[src/mrtro_pkg.sv]
// Package: encodings, register layouts, bus offsets and structs for the instruction executor
package mrtro_pkg;

  // Instruction patterns (upper bits)
  localparam logic [2:0] MRTRO_MOVE_TOP = 3'h2;         // 010p pppp ffff ffff
  localparam logic [7:0] MRTRO_RLIT_TOP = 8'hB6;        // 1011 0110 kkkk kkkk
  localparam logic [15:0] MRTRO_RFI_CODE = 16'h0005;
  localparam logic [5:0] MRTRO_WREAD_TOP = 6'h2A;       // 1010 10ti ffff ffff
  localparam int MRTRO_TBL_T_BIT = 9;
  localparam int MRTRO_TBL_I_BIT = 8;
  localparam int MRTRO_INTDIS_BIT = 4;
  localparam int MRTRO_ZERO_BIT = 2;

  // AXI4-Lite register map (byte addresses)
  localparam logic [7:0] MRTRO_OFF_INSTR = 8'h00;   // write: instruction to execute
  localparam logic [7:0] MRTRO_OFF_STATUS = 8'h04;  // read: busy, cycle, core status
  localparam logic [7:0] MRTRO_OFF_WORK = 8'h08;    // working register
  localparam logic [7:0] MRTRO_OFF_PTR = 8'h0C;     // program word pointer
  localparam logic [7:0] MRTRO_OFF_LATCH = 8'h10;   // word latch high:low
  localparam logic [7:0] MRTRO_OFF_PC = 8'h14;      // program counter, read only
  localparam logic [7:0] MRTRO_OFF_CSTA = 8'h18;    // core status register
  localparam logic [1:0] MRTRO_RESP_OKAY = 2'h0;
  localparam logic [1:0] MRTRO_RESP_SLVERR = 2'h2;

  // Reset values
  localparam logic [7:0] MRTRO_CSTA_RST = 8'h10;    // interrupts disabled after reset
  localparam logic [15:0] MRTRO_PTR_RST = 16'h0000;

  // Executor states, one-hot
  typedef enum logic [2:0] {
    MRTRO_IDLE = 3'b001,
    MRTRO_EXEC = 3'b010,
    MRTRO_NOP2 = 3'b100
  } mrtro_state_type;

  // File register port toward the core register file
  typedef struct packed {
    logic rd_en;
    logic [7:0] rd_addr;
    logic wr_en;
    logic [7:0] wr_addr;
    logic [7:0] wr_data;
  } mrtro_file_req_type;

  // Stack pop and program memory request
  typedef struct packed {
    logic pop;
    logic pmem_rd;
    logic [15:0] pmem_addr;
  } mrtro_mem_req_type;

endpackage

[src/mrtro_decode.sv]
// Instruction classifier for the four supported operations
module mrtro_decode
  import mrtro_pkg::*;
(
  input wire logic [15:0] instr,  // Opcode word
  output logic is_move,           // Peripheral to file move
  output logic is_rfi,            // Return from interrupt
  output logic is_rlit,           // Return with literal
  output logic is_tread,          // Program word read
  output logic illegal            // Not one of the above
);

  // Pure pattern match on the upper bits; interrupt return matches the whole word
  always_comb
  begin
    is_move = (instr[15:13] == MRTRO_MOVE_TOP);
    is_rfi = (instr == MRTRO_RFI_CODE);
    is_rlit = (instr[15:8] == MRTRO_RLIT_TOP);
    is_tread = (instr[15:10] == MRTRO_WREAD_TOP);
    illegal = !(is_move || is_rfi || is_rlit || is_tread);
  end

endmodule

[src/mrtro_exec.sv]
// Executor for move, returns and program word read, with an AXI4-Lite control port
//
// Overview of operation
// [RULE1] Move copies 5-bit peripheral operand into 8-bit file register, updates zero flag.
// [RULE2] Interrupt return pops stack into PC, keeps upper latch, takes two cycles.
// [RULE3] Interrupt return clears global interrupt disable, status bit 4.
// [RULE4] Literal return writes instruction low byte into the working register.
// [RULE5] Literal return pops stack into PC, keeps upper latch, two cycles.
// [RULE6] Word read with select 1 stores high latch, reloads latch, increments if asked.
// [RULE7] Word read with select 0 stores low latch, reloads latch, pointer kept unless asked.
// [RULE8] Second cycle of every return is a no-operation while fetch refills.
//
// Decided for this implementation: the address map and register access over AXI4-Lite.
module mrtro_exec
  import mrtro_pkg::*;
(
  input wire logic aclk,                   // Instruction clock
  input wire logic aresetn,                // Synchronous reset, active low
  input wire logic [7:0] s_axi_awaddr,     // Write address
  input wire logic s_axi_awvalid,          // Write address valid
  output logic s_axi_awready,              // Write address ready
  input wire logic [31:0] s_axi_wdata,     // Write data
  input wire logic [3:0] s_axi_wstrb,      // Write strobes
  input wire logic s_axi_wvalid,           // Write data valid
  output logic s_axi_wready,               // Write data ready
  output logic [1:0] s_axi_bresp,          // Write response
  output logic s_axi_bvalid,               // Write response valid
  input wire logic s_axi_bready,           // Write response ready
  input wire logic [7:0] s_axi_araddr,     // Read address
  input wire logic s_axi_arvalid,          // Read address valid
  output logic s_axi_arready,              // Read address ready
  output logic [31:0] s_axi_rdata,         // Read data
  output logic [1:0] s_axi_rresp,          // Read response
  output logic s_axi_rvalid,               // Read data valid
  input wire logic s_axi_rready,           // Read data ready
  output mrtro_file_req_type file_req,     // Register file access
  input wire logic [7:0] file_rd_data,     // Register file read data
  output mrtro_mem_req_type mem_req,       // Stack pop and program memory read
  input wire logic [15:0] stack_top_entry, // Top of hardware stack
  input wire logic [15:0] pmem_rd_data,    // Program memory word at pointer
  output logic [15:0] pc_out,              // Program counter
  output logic busy                        // Instruction in progress
);

  mrtro_state_type state_reg, state_next;
  logic [15:0] instr_reg, instr_next;
  logic [7:0] working_register_reg, working_register_next;
  logic [7:0] core_status_reg_reg, core_status_reg_next;
  logic [15:0] program_word_pointer_reg, program_word_pointer_next;
  logic [7:0] word_latch_high_reg, word_latch_high_next;
  logic [7:0] word_latch_low_reg, word_latch_low_next;
  logic [15:0] pc_reg, pc_next;
  logic aw_got_reg, aw_got_next, w_got_reg, w_got_next;
  logic [7:0] awaddr_reg, awaddr_next;
  logic [31:0] wdata_reg, wdata_next;
  logic [3:0] wstrb_reg, wstrb_next;
  logic bvalid_reg, bvalid_next;
  logic [1:0] bresp_reg, bresp_next;
  logic rvalid_reg, rvalid_next;
  logic [1:0] rresp_reg, rresp_next;
  logic [31:0] rdata_reg, rdata_next;
  logic is_move, is_rfi, is_rlit, is_tread, illegal;

  // Byte merge under write strobe
  function automatic logic [7:0] merge_byte(input logic [7:0] old, input logic [31:0] d,
                                            input logic [3:0] s, input int lane);
    merge_byte = s[lane] ? d[lane*8 +: 8] : old;
  endfunction

  mrtro_decode u_decode (
    .instr(instr_reg),
    .is_move(is_move),
    .is_rfi(is_rfi),
    .is_rlit(is_rlit),
    .is_tread(is_tread),
    .illegal(illegal)
  );

  // Handshake outputs
  assign s_axi_awready = !aw_got_reg && !bvalid_reg;
  assign s_axi_wready = !w_got_reg && !bvalid_reg;
  assign s_axi_arready = !rvalid_reg;
  assign s_axi_bvalid = bvalid_reg;
  assign s_axi_bresp = bresp_reg;
  assign s_axi_rvalid = rvalid_reg;
  assign s_axi_rresp = rresp_reg;
  assign s_axi_rdata = rdata_reg;
  assign pc_out = pc_reg;
  assign busy = (state_reg != MRTRO_IDLE);

  // Register bus and instruction execution
  always_comb
  begin
    state_next = state_reg;
    instr_next = instr_reg;
    working_register_next = working_register_reg;
    core_status_reg_next = core_status_reg_reg;
    program_word_pointer_next = program_word_pointer_reg;
    word_latch_high_next = word_latch_high_reg;
    word_latch_low_next = word_latch_low_reg;
    pc_next = pc_reg;
    aw_got_next = aw_got_reg;
    w_got_next = w_got_reg;
    awaddr_next = awaddr_reg;
    wdata_next = wdata_reg;
    wstrb_next = wstrb_reg;
    bvalid_next = bvalid_reg;
    bresp_next = bresp_reg;
    rvalid_next = rvalid_reg;
    rresp_next = rresp_reg;
    rdata_next = rdata_reg;
    file_req = '0;
    mem_req = '0;

    // Address and data taken in either order; strobes are held with the data,
    // since the master may change them once the data half is taken
    if (s_axi_awvalid && s_axi_awready)
    begin
      aw_got_next = 1'b1;
      awaddr_next = s_axi_awaddr;
    end
    if (s_axi_wvalid && s_axi_wready)
    begin
      w_got_next = 1'b1;
      wdata_next = s_axi_wdata;
      wstrb_next = s_axi_wstrb;
    end
    if (s_axi_bvalid && s_axi_bready)
      bvalid_next = 1'b0;

    // Commit once both halves are held; instruction writes wait while busy
    if (aw_got_reg && w_got_reg && !bvalid_reg)
    begin
      bresp_next = MRTRO_RESP_OKAY;
      if (awaddr_reg == MRTRO_OFF_INSTR)
      begin
        if (state_reg == MRTRO_IDLE)
        begin
          instr_next = wdata_reg[15:0];
          state_next = MRTRO_EXEC;
          aw_got_next = 1'b0;
          w_got_next = 1'b0;
          bvalid_next = 1'b1;
        end
      end
      else
      begin
        aw_got_next = 1'b0;
        w_got_next = 1'b0;
        bvalid_next = 1'b1;
        if (awaddr_reg == MRTRO_OFF_WORK)
          working_register_next = merge_byte(working_register_reg, wdata_reg, wstrb_reg, 0);
        else if (awaddr_reg == MRTRO_OFF_PTR)
          program_word_pointer_next = {merge_byte(program_word_pointer_reg[15:8], wdata_reg,
            wstrb_reg, 1), merge_byte(program_word_pointer_reg[7:0], wdata_reg, wstrb_reg, 0)};
        else if (awaddr_reg == MRTRO_OFF_LATCH)
        begin
          word_latch_high_next = merge_byte(word_latch_high_reg, wdata_reg, wstrb_reg, 1);
          word_latch_low_next = merge_byte(word_latch_low_reg, wdata_reg, wstrb_reg, 0);
        end
        else if (awaddr_reg == MRTRO_OFF_CSTA)
          core_status_reg_next = merge_byte(core_status_reg_reg, wdata_reg, wstrb_reg, 0);
        else
          bresp_next = MRTRO_RESP_SLVERR;
      end
    end

    // Read side, one cycle after the address
    if (s_axi_rvalid && s_axi_rready)
      rvalid_next = 1'b0;
    if (s_axi_arvalid && s_axi_arready)
    begin
      rvalid_next = 1'b1;
      rresp_next = MRTRO_RESP_OKAY;
      if (s_axi_araddr == MRTRO_OFF_INSTR)
        rdata_next = {16'h0000, instr_reg};
      else if (s_axi_araddr == MRTRO_OFF_STATUS)
        rdata_next = {21'h0, state_reg, core_status_reg_reg};
      else if (s_axi_araddr == MRTRO_OFF_WORK)
        rdata_next = {24'h000000, working_register_reg};
      else if (s_axi_araddr == MRTRO_OFF_PTR)
        rdata_next = {16'h0000, program_word_pointer_reg};
      else if (s_axi_araddr == MRTRO_OFF_LATCH)
        rdata_next = {16'h0000, word_latch_high_reg, word_latch_low_reg};
      else if (s_axi_araddr == MRTRO_OFF_PC)
        rdata_next = {16'h0000, pc_reg};
      else if (s_axi_araddr == MRTRO_OFF_CSTA)
        rdata_next = {24'h000000, core_status_reg_reg};
      else
      begin
        rdata_next = 32'h00000000;
        rresp_next = MRTRO_RESP_SLVERR;
      end
    end

    // Executor; register file read data is combinational from the address
    case (state_reg)
      MRTRO_IDLE:
      begin
        state_next = state_next;
      end
      MRTRO_EXEC:
      begin
        state_next = MRTRO_IDLE;
        if (is_move)
        begin
          file_req.rd_en = 1'b1; // RULE1
          file_req.rd_addr = {3'h0, instr_reg[12:8]};
          file_req.wr_en = 1'b1;
          file_req.wr_addr = instr_reg[7:0];
          file_req.wr_data = file_rd_data;
          core_status_reg_next[MRTRO_ZERO_BIT] = (file_rd_data == 8'h00); // RULE1
        end
        else if (is_rfi || is_rlit)
        begin
          mem_req.pop = 1'b1;
          pc_next = stack_top_entry; // RULE2 RULE5
          if (is_rfi)
            core_status_reg_next[MRTRO_INTDIS_BIT] = 1'b0; // RULE3
          else
            working_register_next = instr_reg[7:0]; // RULE4
          state_next = MRTRO_NOP2; // RULE2 RULE5
        end
        else if (is_tread)
        begin
          file_req.wr_en = 1'b1;
          file_req.wr_addr = instr_reg[7:0];
          file_req.wr_data = instr_reg[MRTRO_TBL_T_BIT] ? word_latch_high_reg
            : word_latch_low_reg; // RULE6 RULE7
          mem_req.pmem_rd = 1'b1;
          mem_req.pmem_addr = program_word_pointer_reg;
          word_latch_high_next = pmem_rd_data[15:8]; // RULE6 RULE7
          word_latch_low_next = pmem_rd_data[7:0];
          if (instr_reg[MRTRO_TBL_I_BIT])
            program_word_pointer_next = program_word_pointer_reg + 16'h0001; // RULE6
        end
        else if (illegal)
          state_next = MRTRO_IDLE; // Unknown opcode passes as a one-cycle no-op
      end
      MRTRO_NOP2:
        state_next = MRTRO_IDLE; // RULE8
      default:
        state_next = MRTRO_IDLE;
    endcase
  end

  // State registers
  always_ff @(posedge aclk)
  begin
    if (!aresetn)
    begin
      state_reg <= MRTRO_IDLE;
      instr_reg <= 16'h0000;
      working_register_reg <= 8'h00;
      core_status_reg_reg <= MRTRO_CSTA_RST;
      program_word_pointer_reg <= MRTRO_PTR_RST;
      word_latch_high_reg <= 8'h00;
      word_latch_low_reg <= 8'h00;
      pc_reg <= 16'h0000;
      aw_got_reg <= 1'b0;
      w_got_reg <= 1'b0;
      awaddr_reg <= 8'h00;
      wdata_reg <= 32'h00000000;
      wstrb_reg <= 4'h0;
      bvalid_reg <= 1'b0;
      bresp_reg <= 2'h0;
      rvalid_reg <= 1'b0;
      rresp_reg <= 2'h0;
      rdata_reg <= 32'h00000000;
    end
    else
    begin
      state_reg <= state_next;
      instr_reg <= instr_next;
      working_register_reg <= working_register_next;
      core_status_reg_reg <= core_status_reg_next;
      program_word_pointer_reg <= program_word_pointer_next;
      word_latch_high_reg <= word_latch_high_next;
      word_latch_low_reg <= word_latch_low_next;
      pc_reg <= pc_next;
      aw_got_reg <= aw_got_next;
      w_got_reg <= w_got_next;
      awaddr_reg <= awaddr_next;
      wdata_reg <= wdata_next;
      wstrb_reg <= wstrb_next;
      bvalid_reg <= bvalid_next;
      bresp_reg <= bresp_next;
      rvalid_reg <= rvalid_next;
      rresp_reg <= rresp_next;
      rdata_reg <= rdata_next;
    end
  end

endmodule

[config.mk]
export PLATFORM = sky130hd
export DESIGN_NAME = mrtro_exec
export DESIGN_NICKNAME = d
export VERILOG_FILES = /design/src/mrtro_pkg.sv /design/src/mrtro_decode.sv /design/src/mrtro_exec.sv
export SDC_FILE = /design/constraint.sdc
export NUM_CORES = 1
export LEC_CHECK = 0
export ABC_CLOCK_PERIOD_IN_PS = 6800
export BUFFER_PORTS_ARGS = -buffer_cell sky130_fd_sc_hd__buf_2
export CAP_MARGIN = 0
export CELL_PAD_IN_SITES_DETAIL_PLACEMENT = 0
export CELL_PAD_IN_SITES_GLOBAL_PLACEMENT = 2
export CORE_ASPECT_RATIO = 1.4
export CORE_MARGIN = 2
export CORE_UTILIZATION = 31
export DETAILED_ROUTE_END_ITERATION = 7
export PLACE_DENSITY = 0.86
export SLEW_MARGIN = 20
export SYNTH_ARGS = -nofsm -noshare
export SYNTH_HDL_FRONTEND = slang
export SYNTH_HIERARCHICAL = 1
export SYNTH_SLANG_ARGS = --single-unit
[constraint.sdc]
create_clock -name aclk -period 6.8 [get_ports aclk]
set_clock_uncertainty 0.15 [all_clocks]
set_input_delay 0.34 -clock aclk [delete_from_list [all_inputs] [get_ports aclk]]
set_output_delay 0.34 -clock aclk [all_outputs]
set_load 0.02 [all_outputs]
# Word level (Yosys, flattened, before mapping)
# Index checks and enable logic that the tools add are counted.
# totals
regBits	149
input_bits	99
out_inout_bits	102
word_cells	167
# op_classes
add_sub_neg	1
eq_ne	19
n_mux	101
bitwise	5
n_reduce_logical	22
# op_table
operator	n
8-bit two-way mux	32
16-bit two-way mux	15
17-bit two-way mux	5
8-bit by 5-bit equality test with 1-bit output, second input constant	5
18-bit two-way mux	2
5-bit two-way mux	7
8-bit by 4-bit equality test with 1-bit output, second input constant	4
26-bit two-way mux	1
8-bit zero test	3
2-bit two-way mux	12
1-bit two-way mux	21
16-bit by 1-bit adder with 16-bit output, second input constant	1
16-bit by 3-bit equality test with 1-bit output, second input constant	1
3-bit two-way mux	4
1-bit logical AND	9
9-bit two-way mux	1
8-bit by 3-bit equality test with 1-bit output, second input constant	1
8-bit equality test, second input constant	1
7-bit AND reduction	1
3-bit by 2-bit equality test with 1-bit output, second input constant	2
6-bit equality test, second input constant	1
3-bit one-hot mux with 2 select lines	1
3-bit AND reduction	2
1-bit inverter	5
other kinds (7)	11

# Logic depth before layout (Yosys ltp)
# depth
word_depth	11
ltp_mapped	10
ltp_nobuf	8

# Modules after synthesis
# The synthesis kept the hierarchy.
# modules_own_cells
module	n_inst	cells_each	area_each_um2	seq_area_each_um2
mrtro_exec	1	855	6683.9	2622.5
mrtro_decode	1	13	110.1	0.0

# Worst setup path before layout
# OpenSTA, ideal clock, no wires.
# synth_timing
path_kind	register to register
startpoint	register instr_reg[5]
endpoint	register program_word_pointer_reg[7]
t_arrival_ns	2.170
t_required_ns	6.530
slack_ns	4.360
path_stages_with_launch	10
synth_period_minus_slack_ns	2.440
path_cell_list	dfxtp_1 and4bb_2 nand3_1 nor4_4 nor4b_1 and2_0 buf_2 nor3_2 and3b_1 o31a_1
# synth_via
elab_chain_cells	5
# synth_rtl
element	line_no	text
start: declaration	mrtro_exec.sv:46	logic [15:0] instr_reg, instr_next;
start signal: assignment	mrtro_exec.sv:274	instr_reg <= instr_next;
16-bit by 3-bit equality test with 1-bit output	mrtro_decode.sv:17	is_rfi = (instr == MRTRO_RFI_CODE);
via is_rfi	mrtro_exec.sv:62	logic is_move, is_rfi, is_rlit, is_tread, illegal;
1-bit logical OR	mrtro_exec.sv:214	else if (is_rfi || is_rlit)
16-bit two-way mux	mrtro_exec.sv:214	
16-bit two-way mux	mrtro_exec.sv:205	if (is_move)
16-bit two-way mux	mrtro_exec.sv:197	case (state_reg)
end signal: assignment	mrtro_exec.sv:277	program_word_pointer_reg <= program_word_pointer_next;
end: declaration	mrtro_exec.sv:49	logic [15:0] program_word_pointer_reg, program_word_pointer_next;
# The timed path passes the listed nets, and every way through them passes these cells.
# A chain may end at the register's enable or synchronous reset.

==> metrics.md <==
| Metric | Value |
|---|---|
| Worst path cell trace | `nor3_1, nand3_1, nor4_4, o21ai_2, clkinv_1, buf_2` |
| Final max-slew violation count | `0` |
| Critical Path End Type | `primary output` |
| Reg2Reg Launch Point | `instr_reg[9]` |
| Worst stage delay on the critical path | `0.86 ns` |
| Total GRT Usage | `0.207` |
| Final Hold Viols | `0` |
| Met2 routed WL | `roughly 12 mm` |
| RD Place Congestion | `0.857` |
| Total CTS buffers | `17` |
| Minimum clock period | `approximately 4.0 ns` |
| WL met3 | `around 1.3 mm` |
| CTS tree | `yes` |
| Endpoint, Worst Hold | `wdata_reg[15]` |
| Die height | `roughly 180 um` |
| Mean post-synth cell area | `between 7 and 8 um2` |
| Initial core utilization | `0.312` |
| Root Buffer Master | `clkbuf_16` |
| Yosys Warn Count | `6` |
| Row Count | `64` |
| Power per cell area | `around 240 nW/um2` |
| DR WL/cell | `approximately 18 um` |
| Placed insts | `~1300` |
| Hold Path Stages | `3` |
| Hold slack | `between 0.003 and 0.004 ns` |
| Area growth from synthesis to layout | `26.1%` |
| Vias in the first global route | `roughly 6200` |
| Clk_lat worst skew | `approximately 0.43 ns` |
| Antenna violations before repair | `0` |
| Worst min path class | `input port to flop` |
| Area of placed instances | `about 7700 um2` |
| Met1 wire length | `~10 mm` |
| CP arrival | `~3.5 ns` |
| R2R setup slack | `~3.4 ns` |
| CP Class | `flop to primary output` |
| Hold Startpoint | `s_axi_wdata[15]` |
| F_max | `around 250 MHz` |
| First-pass GRT wire length | `between 30 and 40 mm` |
| Post-Syn Area | `a little under 7000 um2` |
| MaxCap Viol Count | `0` |
| Max-slew headroom | `0.340` |
| # diodes | `0` |
| Post-Syn Instances | `roughly 870` |
| Final nets | `about 1100` |
| Final std cells w/o fill | `1324` |
| Dpl ws | `approximately 3.2 ns` |
| Detailed-route via count | `a little under 7000` |
| Vias per Instance | `5.15` |
| CTS clock-pin slew for the worst setup and hold paths | `0.06 ns` |
| RSZ-0062 raised after global routing | `no` |
| PortBufs | `161` |
| Die Wd | `approximately 130 um` |
| Final worst-path cycle share | `0.591` |
| Core area | `21700 um2` |
| Peak VDD IR | `~0.18 mV` |
| # IOs | `between 200 and 250` |
| Status | `finished, final reports clean` |
| CP Max Fanout | `18` |
| DRC Markers | `0` |
| Worst reg-to-reg path cell count | `7` |
| Reg-to-Reg End | `pc_out[3]` |
| Global route overflow | `0` |
| Final setup violation count | `0` |
| Static Leak | `around 3.5 nW` |
| Detailed-router iteration count before antenna repair | `5` |
| Clk sinks | `131` |
| Post-route setup slack | `roughly 2.8 ns` |
| Startpoint types | `flop` |
| DP HPWL | `17.8 mm` |
| Post-CTS Resized | `0` |
| Antenna-violating nets left | `0` |
| Die ar. | `about 23000 um2` |
| Layout cell share with drive strength beyond 1 | `0.217` |
| Final instance area | `between 8000 and 9000 um2` |
| DRT Wirelength | `around 24 mm` |
| H-tree depth | `4` |
| Critical Path RT | `6.31 ns` |
| Clock buffer depth | `2` |
| Top Metal Used | `met4` |
| TNS Setup | `0 ns` |
| Critical-path top delay cell | `clkinv_1` |
| Worst slew pin tran | `between 0.9 and 1 ns` |
| DR iter-0 viols | `roughly 500` |
| Largest net degree at the start of global routing | `67` |
## how the worst max path moves through the flow
stage,startpoint,to,slack (ns)
finish,instr_reg[9],mem_req[17],2.78
global route,instr_reg[9],mem_req[17],2.65
CTS,instr_reg[9],mem_req[17],2.74
detailed placement,instr_reg[9],mem_req[17],3.19
global placement,instr_reg[9],mem_req[17],3.21
floorplan,instr_reg[5],program_word_pointer_reg[7],4.41
## worst max-delay path: cells and delay by family (launching register included)
kind | cells | cell delay, ns
buffers and inverters | 2 | 1.25
AOI/OAI and AO/OA | 1 | 0.77
and+or+nand+nor | 3 | 0.32
DFF | 1 | 0.75
## area by class of cell
class,count,area [um2]
sequential,131,2620
fill,2316,13200
timing repair buffer,183,1020
tap,297,372
inverter,12,46.3
multi-input combinational,669,3800
clock buffer,20,467
clock inverter,12,226
## what timing repair did
item,in CTS,in global routing
buffers inserted,0,0
hold buffers,18,0
endpoints found under the hold margin,18,0
## layout by cell type (no fill, tap or decap), drive strengths merged, types with 4 or more instances in the layout
cell         instances
conb                21
nor3b                4
mux2i               44
nand3               14
a21oi              125
clkinv               7
nand4                8
o21ai               54
nor2b               21
o22ai                7
nor4                 7
mux2                 5
nor3                11
a31oi                5
or3                  5
bufinv               6
clkbuf              20
dfxtp              131
o2111ai             11
o311ai              10
or2                  4
dlygate4sd3         18
and3                12
and2                25
o21bai               8
buf                165
nor2                56
nand2              162
inv                  9
and4                 5
## where the power goes
| group | internal [mW] | switching [mW] |
|---|---|---|
| clock network | 0.718 | 0.360 |
| registers | 0.788 | 0.0251 |
| logic | 0.0632 | 0.114 |
## per-layer routing
layer | track usage | vias up
met2 | 0.351 | 241
li1 | - | 3324
met4 | 0.0747 | 0
met1 | 0.268 | 3223
met3 | 0.0269 | 37
met5 | 0 | -
## stage by stage
| step | util | power, mW |
|---|---|---|
| finish | 0.394 | 2.07 |
| CTS | 0.394 | 2.08 |
| detailed placement | 0.354 | 0.999 |
| global placement | 0.354 | 0.999 |
| global route | 0.394 | 2.13 |
| floorplan | - | 0.938 |
Note: power is estimated with default switching activity, not from simulation.
